File: src/uhc_pkg.sv
// Purpose: shared constants and types for the host command/status register pair
// Assumes: single core clock, synchronous active-low reset
// Notes:   offsets are byte addresses on the controller's memory-space register port
package uhc_pkg;

  localparam int          ADDR_W          = 8;
  localparam int          DATA_W          = 32;
  localparam logic [7:0]  HOST_CMD_OFFSET = 8'h20;
  localparam logic [7:0]  HOST_STS_OFFSET = 8'h24;

  // command register field positions
  localparam int CMD_RUN_BIT       = 0;
  localparam int CMD_CRESET_BIT    = 1;
  localparam int CMD_PSE_BIT       = 4;
  localparam int CMD_ASE_BIT       = 5;
  localparam int CMD_DOORBELL_BIT  = 6;
  localparam int CMD_LRESET_BIT    = 7;
  localparam int CMD_PCOUNT_LSB    = 8;
  localparam int CMD_PCOUNT_MSB    = 9;
  localparam int CMD_PEN_BIT       = 11;
  localparam int CMD_ITC_LSB       = 16;
  localparam int CMD_ITC_MSB       = 23;

  localparam logic [31:0] HOST_CMD_RESET  = 32'h00080000;
  localparam logic [31:0] HOST_STS_RESET  = 32'h00001000;
  localparam logic [31:0] CMD_USED_MASK   = 32'h00ff0bf3;

  // status register field positions
  localparam int STS_ASS_BIT   = 15;
  localparam int STS_PSS_BIT   = 14;
  localparam int STS_RECL_BIT  = 13;
  localparam int STS_HALT_BIT  = 12;
  localparam int STS_EVT_N     = 6;
  localparam int STS_WRAP_BIT  = 3;

  localparam logic [7:0] ITC_DEFAULT        = 8'h08;
  localparam logic       PARK_EN_DEFAULT    = 1'b1;
  localparam logic [1:0] PARK_COUNT_DEFAULT = 2'h3;

  // timing
  localparam int CLK_PERIOD_NS      = 100;
  localparam int CRESET_TIME_NS     = 1000;
  localparam int CRESET_CYCLES      = (CRESET_TIME_NS + CLK_PERIOD_NS - 1) / CLK_PERIOD_NS;
  localparam int SCHED_LATENCY      = 2;

  typedef struct packed {
    logic [7:0] irq_threshold;
    logic       park_enable;
    logic [1:0] park_count;
    logic       light_reset;
    logic       async_advance_doorbell;
    logic       async_sched_enable;
    logic       periodic_sched_enable;
    logic       controller_reset;
    logic       run_control;
  } uhc_cmd_t;

  localparam uhc_cmd_t CMD_DEFAULT = '{irq_threshold: ITC_DEFAULT, default: '0};

endpackage

File: src/uhc_reset_seq.sv
// Purpose: times a full controller reset and reports its completion
// Assumes: start is a one-cycle pulse
// Notes:   a start while busy restarts the count
`timescale 1ns/10ps
module uhc_reset_seq
  import uhc_pkg::*;
#(
  parameter int CYCLES = CRESET_CYCLES
) (
  input  wire logic core_clk_in,
  input  wire logic rst_n_in,
  input  wire logic start_in,
  output logic      busy_out,
  output logic      done_out
);
  logic [15:0] count;

  always_ff @(posedge core_clk_in) begin
    if (!rst_n_in) begin
      count    <= 16'h0000;
      busy_out <= 1'b0;
      done_out <= 1'b0;
    end else if (start_in) begin
      count    <= 16'(CYCLES - 1);
      busy_out <= 1'b1;
      done_out <= 1'b0;
    end else if (busy_out && count == 16'h0000) begin
      busy_out <= 1'b0;
      done_out <= 1'b1;
    end else begin
      count    <= busy_out ? count - 16'h0001 : count;
      done_out <= 1'b0;
    end
  end
endmodule

File: src/uhc_sched_track.sv
// Purpose: real schedule state per schedule, trailing its enable by a fixed latency
// Assumes: state counts only while the controller runs
// Notes:   latency stands in for finishing the current traversal step
`timescale 1ns/10ps
module uhc_sched_track
  import uhc_pkg::*;
#(
  parameter int LATENCY = SCHED_LATENCY
) (
  input  wire logic core_clk_in,
  input  wire logic rst_n_in,
  input  wire logic enable_in,
  input  wire logic run_in,
  output logic      state_out
);
  logic [LATENCY-1:0] pipe;

  always_ff @(posedge core_clk_in) begin
    if (!rst_n_in) begin
      pipe <= '0;
    end else begin
      pipe <= {pipe[LATENCY-2:0], enable_in & run_in};
    end
  end

  assign state_out = pipe[LATENCY-1];
endmodule

File: src/uhc_regs.sv
// Purpose: host controller command and status registers with their side effects
// Assumes: dword accesses only; core signals are synchronous pulses or levels
// Notes:   read data returns one cycle after the read strobe
`timescale 1ns/10ps
module uhc_regs
  import uhc_pkg::*;
#(
  parameter int RESET_CYCLES = CRESET_CYCLES
) (
  input  wire logic              core_clk_in,
  input  wire logic              rst_n_in,
  input  wire logic              reg_wr_in,
  input  wire logic              reg_rd_in,
  input  wire logic [ADDR_W-1:0] reg_addr_in,
  input  wire logic [DATA_W-1:0] reg_wdata_in,
  input  wire logic              park_capability_in,
  input  wire logic              async_advance_in,
  input  wire logic              frame_wrap_in,
  input  wire logic              system_error_in,
  input  wire logic              transfer_error_in,
  input  wire logic              port_change_in,
  input  wire logic              transfer_done_in,
  input  wire logic              reclamation_in,
  input  wire logic              core_stopped_in,
  output logic [DATA_W-1:0]      reg_rdata_out,
  output logic                   reg_rvalid_out,
  output logic                   run_control_out,
  output logic                   async_sched_enable_out,
  output logic                   periodic_sched_enable_out,
  output logic                   async_sched_state_out,
  output logic                   periodic_sched_state_out,
  output logic                   park_enable_out,
  output logic [1:0]             park_count_out,
  output logic [7:0]             irq_threshold_out,
  output logic                   controller_reset_out,
  output logic                   light_reset_out,
  output logic                   async_advance_doorbell_out,
  output logic                   halted_flag_out
);
  uhc_cmd_t              cmd;
  logic                  park_init;
  logic                  halted;
  logic [STS_EVT_N-1:0]  evt_flags;
  logic [STS_EVT_N-1:0]  evt_set;
  logic [1:0]            sched_state;
  logic                  creset_busy;
  logic                  creset_done;
  logic                  wr_cmd;
  logic                  wr_sts;
  logic                  full_start;
  logic                  light_start;
  logic                  soft_reset;
  logic                  wr_normal;
  logic                  run_set;
  logic [31:0]           cmd_word;
  logic [31:0]           sts_word;
  logic                  aa_fire;

  assign wr_cmd      = reg_wr_in && reg_addr_in == HOST_CMD_OFFSET;
  assign wr_sts      = reg_wr_in && reg_addr_in == HOST_STS_OFFSET;
  assign full_start  = wr_cmd && reg_wdata_in[CMD_CRESET_BIT];
  assign light_start = wr_cmd && reg_wdata_in[CMD_LRESET_BIT] && !full_start && !creset_busy;
  assign soft_reset  = full_start || light_start;
  // command writes during a full reset are dropped, except a new reset request that restarts it, so the controller comes up clean
  assign wr_normal   = wr_cmd && !soft_reset && !creset_busy;
  assign run_set     = wr_normal && reg_wdata_in[CMD_RUN_BIT];
  assign aa_fire     = cmd.async_advance_doorbell && async_advance_in;

  uhc_reset_seq #(
    .CYCLES(RESET_CYCLES)
  ) u_reset_seq (
    .core_clk_in(core_clk_in),
    .rst_n_in   (rst_n_in),
    .start_in   (full_start),
    .busy_out   (creset_busy),
    .done_out   (creset_done)
  );

  genvar gi;
  generate
    for (gi = 0; gi < 2; gi++) begin : g_sched
      uhc_sched_track #(
        .LATENCY(SCHED_LATENCY)
      ) u_track (
        .core_clk_in(core_clk_in),
        .rst_n_in   (rst_n_in),
        .enable_in  (gi == 0 ? cmd.periodic_sched_enable : cmd.async_sched_enable),
        .run_in     (cmd.run_control),
        .state_out  (sched_state[gi])
      );
    end
  endgenerate

  assign periodic_sched_state_out = sched_state[0];
  assign async_sched_state_out    = sched_state[1];

  // park defaults depend on a strap-like level, so they are applied after release
  always_ff @(posedge core_clk_in) begin
    if (!rst_n_in) begin
      park_init <= 1'b1;
    end else begin
      park_init <= soft_reset;
    end
  end

  always_ff @(posedge core_clk_in) begin
    if (!rst_n_in) begin
      cmd <= CMD_DEFAULT;
    end else begin
      if (soft_reset) begin
        cmd                  <= CMD_DEFAULT;
        cmd.controller_reset <= full_start;
        cmd.light_reset      <= light_start;
      end else begin
        cmd.light_reset <= 1'b0;
        if (creset_done) begin
          cmd.controller_reset <= 1'b0;
        end
        if (wr_normal) begin
          cmd.irq_threshold         <= reg_wdata_in[CMD_ITC_MSB:CMD_ITC_LSB];
          cmd.async_sched_enable    <= reg_wdata_in[CMD_ASE_BIT];
          cmd.periodic_sched_enable <= reg_wdata_in[CMD_PSE_BIT];
          cmd.run_control           <= reg_wdata_in[CMD_RUN_BIT];
        end
        // a fresh ring beats the advance that would clear the old one
        if (wr_normal && reg_wdata_in[CMD_DOORBELL_BIT]) begin
          cmd.async_advance_doorbell <= 1'b1;
        end else if (aa_fire) begin
          cmd.async_advance_doorbell <= 1'b0;
        end
        if (!park_capability_in) begin
          cmd.park_enable <= 1'b0;
          cmd.park_count  <= 2'h0;
        end else if (park_init) begin
          cmd.park_enable <= PARK_EN_DEFAULT;
          cmd.park_count  <= PARK_COUNT_DEFAULT;
        end else if (wr_normal) begin
          cmd.park_enable <= reg_wdata_in[CMD_PEN_BIT];
          cmd.park_count  <= reg_wdata_in[CMD_PCOUNT_MSB:CMD_PCOUNT_LSB];
        end
      end
    end
  end

  always_ff @(posedge core_clk_in) begin
    if (!rst_n_in) begin
      halted <= HOST_STS_RESET[STS_HALT_BIT];
    end else if (run_set) begin
      halted <= 1'b0;
    end else if (!cmd.run_control && core_stopped_in) begin
      halted <= 1'b1;
    end
  end

  // event order: done, transfer error, port change, wrap, system error, async advance
  assign evt_set = {aa_fire, system_error_in, frame_wrap_in,
                    port_change_in, transfer_error_in, transfer_done_in};

  generate
    for (gi = 0; gi < STS_EVT_N; gi++) begin : g_evt
      always_ff @(posedge core_clk_in) begin
        if (!rst_n_in) begin
          evt_flags[gi] <= HOST_STS_RESET[gi];
        end else if (soft_reset) begin
          evt_flags[gi] <= 1'b0;
        end else if (evt_set[gi]) begin
          evt_flags[gi] <= 1'b1;
        end else if (wr_sts && reg_wdata_in[gi]) begin
          evt_flags[gi] <= 1'b0;
        end
      end
    end
  endgenerate

  always_comb begin
    cmd_word = 32'h00000000;
    cmd_word[CMD_ITC_MSB:CMD_ITC_LSB]       = cmd.irq_threshold;
    cmd_word[CMD_PEN_BIT]                   = cmd.park_enable;
    cmd_word[CMD_PCOUNT_MSB:CMD_PCOUNT_LSB] = cmd.park_count;
    cmd_word[CMD_LRESET_BIT]                = cmd.light_reset;
    cmd_word[CMD_DOORBELL_BIT]              = cmd.async_advance_doorbell;
    cmd_word[CMD_ASE_BIT]                   = cmd.async_sched_enable;
    cmd_word[CMD_PSE_BIT]                   = cmd.periodic_sched_enable;
    cmd_word[CMD_CRESET_BIT]                = cmd.controller_reset;
    cmd_word[CMD_RUN_BIT]                   = cmd.run_control;
    cmd_word                                = cmd_word & CMD_USED_MASK;
    sts_word = 32'h00000000;
    sts_word[STS_ASS_BIT]                   = async_sched_state_out;
    sts_word[STS_PSS_BIT]                   = periodic_sched_state_out;
    sts_word[STS_RECL_BIT]                  = reclamation_in;
    sts_word[STS_HALT_BIT]                  = halted;
    sts_word[STS_EVT_N-1:0]                 = evt_flags;
  end

  always_ff @(posedge core_clk_in) begin
    if (!rst_n_in) begin
      reg_rdata_out  <= 32'h00000000;
      reg_rvalid_out <= 1'b0;
    end else begin
      reg_rvalid_out <= reg_rd_in;
      if (reg_rd_in) begin
        case (reg_addr_in)
          HOST_CMD_OFFSET: reg_rdata_out <= cmd_word;
          HOST_STS_OFFSET: reg_rdata_out <= sts_word;
          default:         reg_rdata_out <= 32'h00000000;
        endcase
      end
    end
  end

  assign run_control_out            = cmd.run_control;
  assign async_sched_enable_out     = cmd.async_sched_enable;
  assign periodic_sched_enable_out  = cmd.periodic_sched_enable;
  assign park_enable_out            = cmd.park_enable;
  assign park_count_out             = cmd.park_count;
  assign irq_threshold_out          = cmd.irq_threshold;
  assign controller_reset_out       = cmd.controller_reset;
  assign light_reset_out            = cmd.light_reset;
  assign async_advance_doorbell_out = cmd.async_advance_doorbell;
  assign halted_flag_out            = halted;

  // checks
  logic [ADDR_W-1:0] rd_addr_q;
  always_ff @(posedge core_clk_in) begin
    if (!rst_n_in) begin
      rd_addr_q <= 8'h00;
    end else begin
      rd_addr_q <= reg_addr_in;
    end
  end

  // reset bit stands for the counted cycles plus the done cycle
  localparam int CRESET_FALL = RESET_CYCLES + 1;
endmodule

File: config.mk
export PLATFORM = sky130hd
export DESIGN_NAME = uhc_regs
export DESIGN_NICKNAME = d
export VERILOG_FILES = /design/src/uhc_pkg.sv /design/src/uhc_reset_seq.sv /design/src/uhc_sched_track.sv /design/src/uhc_regs.sv
export SDC_FILE = /design/constraint.sdc
export NUM_CORES = 1
export LEC_CHECK = 0
export ABC_AREA = 1
export BUFFER_PORTS_ARGS = -buffer_cell sky130_fd_sc_hd__buf_4
export CORE_MARGIN = 2
export CORE_UTILIZATION = 50
export DETAILED_ROUTE_END_ITERATION = 10
export GPL_TIMING_DRIVEN = 0
export HOLD_SLACK_MARGIN = 0.05
export PLACE_DENSITY_LB_ADDON = 0.1
export SYNTH_ARGS = -nofsm -noshare
export SYNTH_HDL_FRONTEND = slang
export SYNTH_SLANG_ARGS = --single-unit
File: constraint.sdc
create_clock -name core_clk_in -period 1.91 [get_ports core_clk_in]
set_input_delay 0.191 -clock core_clk_in [delete_from_list [all_inputs] [get_ports core_clk_in]]
set_output_delay 0.191 -clock core_clk_in [all_outputs]
set_load 0.02 [all_outputs]
==> metrics.yaml <==
min_path:
  min-delay-path-class: "input port to flip-flop"
final_layout:
  multiInputGateArea_um2: 1410
  post-route-util_pct: 69.2
  drive_above_1_share_pct: 23.4
  fillers: 501
  n_antenna_cell: 0
  layout.nets: 602
  register_area_um2: 1420
  postLayoutCellArea_um2: 4150
  area_growth_pct: 32.2
clocking:
  cts_tree: "built"
  ctsResizeCount: 0
  worstSkewPairLatency_ns: 0.34
  cts_sinks: 71
  htreeDepth: 3
  cts_buffers: 9
  clkTransAtPathRegs_ns: 0.08
  cts_buffer_depth: 2
  cts_root_buf: "clkbuf_8"
routing:
  vias: 3125
  drtIter0Drc: 180
  post-route-drc-count: 0
  ant_nets: 0
  wirelength_um: 7990
  viasPerCell: 4.98
  drtPass1Iterations: 4
  wire_per_inst_um: 12.7
yosys:
  synth_cells: 441
  synthFlopType: "dfxtp_1"
  yosysMostFrequentCell: "nand2_1"
  synth_commonest_cells: "114 x nand2_1, 71 x dfxtp_1, 62 x nor2_1"
  yosysWarnings: 0
  synth-seq-cells: 71
  synth_top_area_share_pct: 45.3
  synth_cell_type_count: 30
  synth_area_leaders: "dfxtp_1 45%, nand2_1 14%, nor2_1 7.4%"
  syn-cell-area_um2: 3140
  avgSynthCellArea_um2: 7.11
  synth-seq-area-share_pct: 45.3
  async_flop_share_pct: 0
  synth_edf_count: 0
  yosys.area.top_type: "dfxtp_1"
timing:
  min_period_ns: 1.69
  final-setup-viol-count: 0
  slew_viol_final: 0
  fin_worst_skew_ns: 0.0110
  rsz0062_at_grt: "no"
  finalHoldViolations: 0
  worst_slew_pin_slew_ns: 0.601
  period_share_pct: 88.4
  fmax_ghz: 0.592
  fin_setup_tns_ns: 0
  slew_headroom_pct: 59.8
worst_setup_path:
  max_stage_delay_ns: 0.32
  crit_chain: "inv_1 > ha_1 > nand2_1 > nor2_2 > nand2_1 > nand2_2 > inv_2 > buf_6 > nand2_1 > a21oi_1"
  critPathSlowestCell: "dfxtp_1"
  crit_fanout: 10
  worstSetupPathType: "flip-flop to flip-flop"
  worstPathArrival_ns: 1.91
  critical-path-top-delay-family: "simple AND/OR/NAND/NOR gates"
  critPathBufInv: 3
  worstPathRequired_ns: 2.13
  cp-start-kind: "flip-flop"
  endpoint_kind: "flip-flop"
  critical_path.most_common_cell: "nand2_1"
global_route:
  gr-total-overflow: 0
  grt_max_degree: 13
  grt_antenna_before_repair: 0
  grtUsageTotal_pct: 23.9
  grt_pass1_wl_um: 13300
  first_global_vias: 2823
power_and_ir_drop:
  ir_drop_mv: 0.436
  leakage_nw: 2.02
  powerDensity_nw_per_um2: 753
flow_run:
  maxCapViolCount: 0
outcome:
  status: "finished clean"
floorplanning:
  core_um2: 5990
  rows: 28
  die_w_um: 83.2
  initial_utilization_pct: 52.4
  die_y_um: 83.2
  dieArea_um2: 6920
  pin_count: 106
place:
  hpwl_um: 5950
  place_area_um2: 3880
  portBuffers: 82
  place.gp.congestion: 0.864
[repair_timing]
action                                 4_1_cts  5_1_grt
buffers inserted                             0        0
endpoints found under the hold margin        6        0
hold buffers                                 6        0
[per-stage QoR]
stage                     hold WS, ns  setup slack, ns  instances  power (mW)
final                          0.0659            0.222        627        3.12
after global routing           0.0521           0.0799        627        3.26
after CTS                      0.0502            0.225        627        3.15
after detailed placement        0.401            0.263        606        1.86
after global placement          0.394            0.252        606        1.85
after floorplan                 0.308            0.467        449        1.72
[worst paths after layout]
check	cells past startpoint	endpoint	from	slack, ns
setup / recovery	10	u_reset_seq.count[15]$_SDFFE_PP0P_	u_reset_seq.count[0]$_SDFFE_PN0P_	0.22
hold / removal	3	irq_threshold_out[4]$_SDFFE_PP0P_	reg_wdata_in[20]	0.07
setup reg to reg	10	u_reset_seq.count[15]$_SDFFE_PP0P_	u_reset_seq.count[0]$_SDFFE_PN0P_	0.22
hold reg to reg	2	g_sched[0].u_track.pipe[1]$_SDFF_PN0_	g_sched[0].u_track.pipe[0]$_SDFF_PN0_	0.41
[layout by cell type, fill, tap and decap left out, types with 3 or more instances in the layout]
cell type        n
a21oi_1         42
buf_4           91
dfxtp_1         71
o21ai_0         29
nand2_1        114
nor2_1          62
inv_1           43
xor2_1           5
nand4_1          6
dlygate4sd3_1    6
buf_2            3
nor3_1           4
nor2_2           5
buf_6            4
inv_2            3
nand2_2          3
nand3_1         12
conb_1           9
clkbuf_1         7
xnor2_1          4
clkbuf_8         9
[where the power goes]
part | switching [mW] | leakage [nW] | internal [mW] | total, mW
Sequential | 0.0189 | 0.579 | 1.52 | 1.54
Combinational | 0.165 | 1.34 | 0.136 | 0.301
Clock | 0.560 | 0.105 | 0.725 | 1.29
[routing by layer]
layer	global-route usage (%)	routed length [um]	vias to the layer above
met5	0	0	-
met4	7.30	102	0
met3	8.05	612	7
met2	39.4	3870	99
met1	29.7	3410	1436
li1	-	-	1583
[kinds of logic after synthesis]
logic type,after synthesis,share of synthesized area [%]
and+or+nand+nor,214,29.0
AOI/OAI and AO/OA,74,12.0
buffers and inverters,71,10.6
DFF,71,45.3
xor gates and xnor gates,9,2.51
adders and majority gates,1,0.399
other,1,0.120
[registers in the layout, summed over array words and instances, names as in the netlist, 2 cells and up]
register              count
reg_rdata_out            23
u_reset_seq.count        16
irq_threshold_out         8
evt_flags                 6
g_sched.u_track.pipe      4
park_count_out            2
[layout make-up]
class | instances | share of cell area (%)
Buffer | 23 | 3.71
Sequential cell | 71 | 34.3
Inverter | 48 | 4.35
Multi-Input combinational cell | 307 | 34.0
Clock buffer | 9 | 2.99
Tap cell | 75 | 2.26
Clock inverter | 6 | 2.08
Timing Repair Buffer | 88 | 16.3
[worst register-to-register path, stage by stage (launching register included)]
cell and delay, ns:
dfxtp_1 0.32, inv_1 0.12, ha_1 0.20, nand2_1 0.13, nor2_2 0.21, nand2_1 0.09
nand2_2 0.13, inv_2 0.10, buf_6 0.15, nand2_1 0.07, a21oi_1 0.07
No activity file was read; power rests on OpenSTA's default activity.
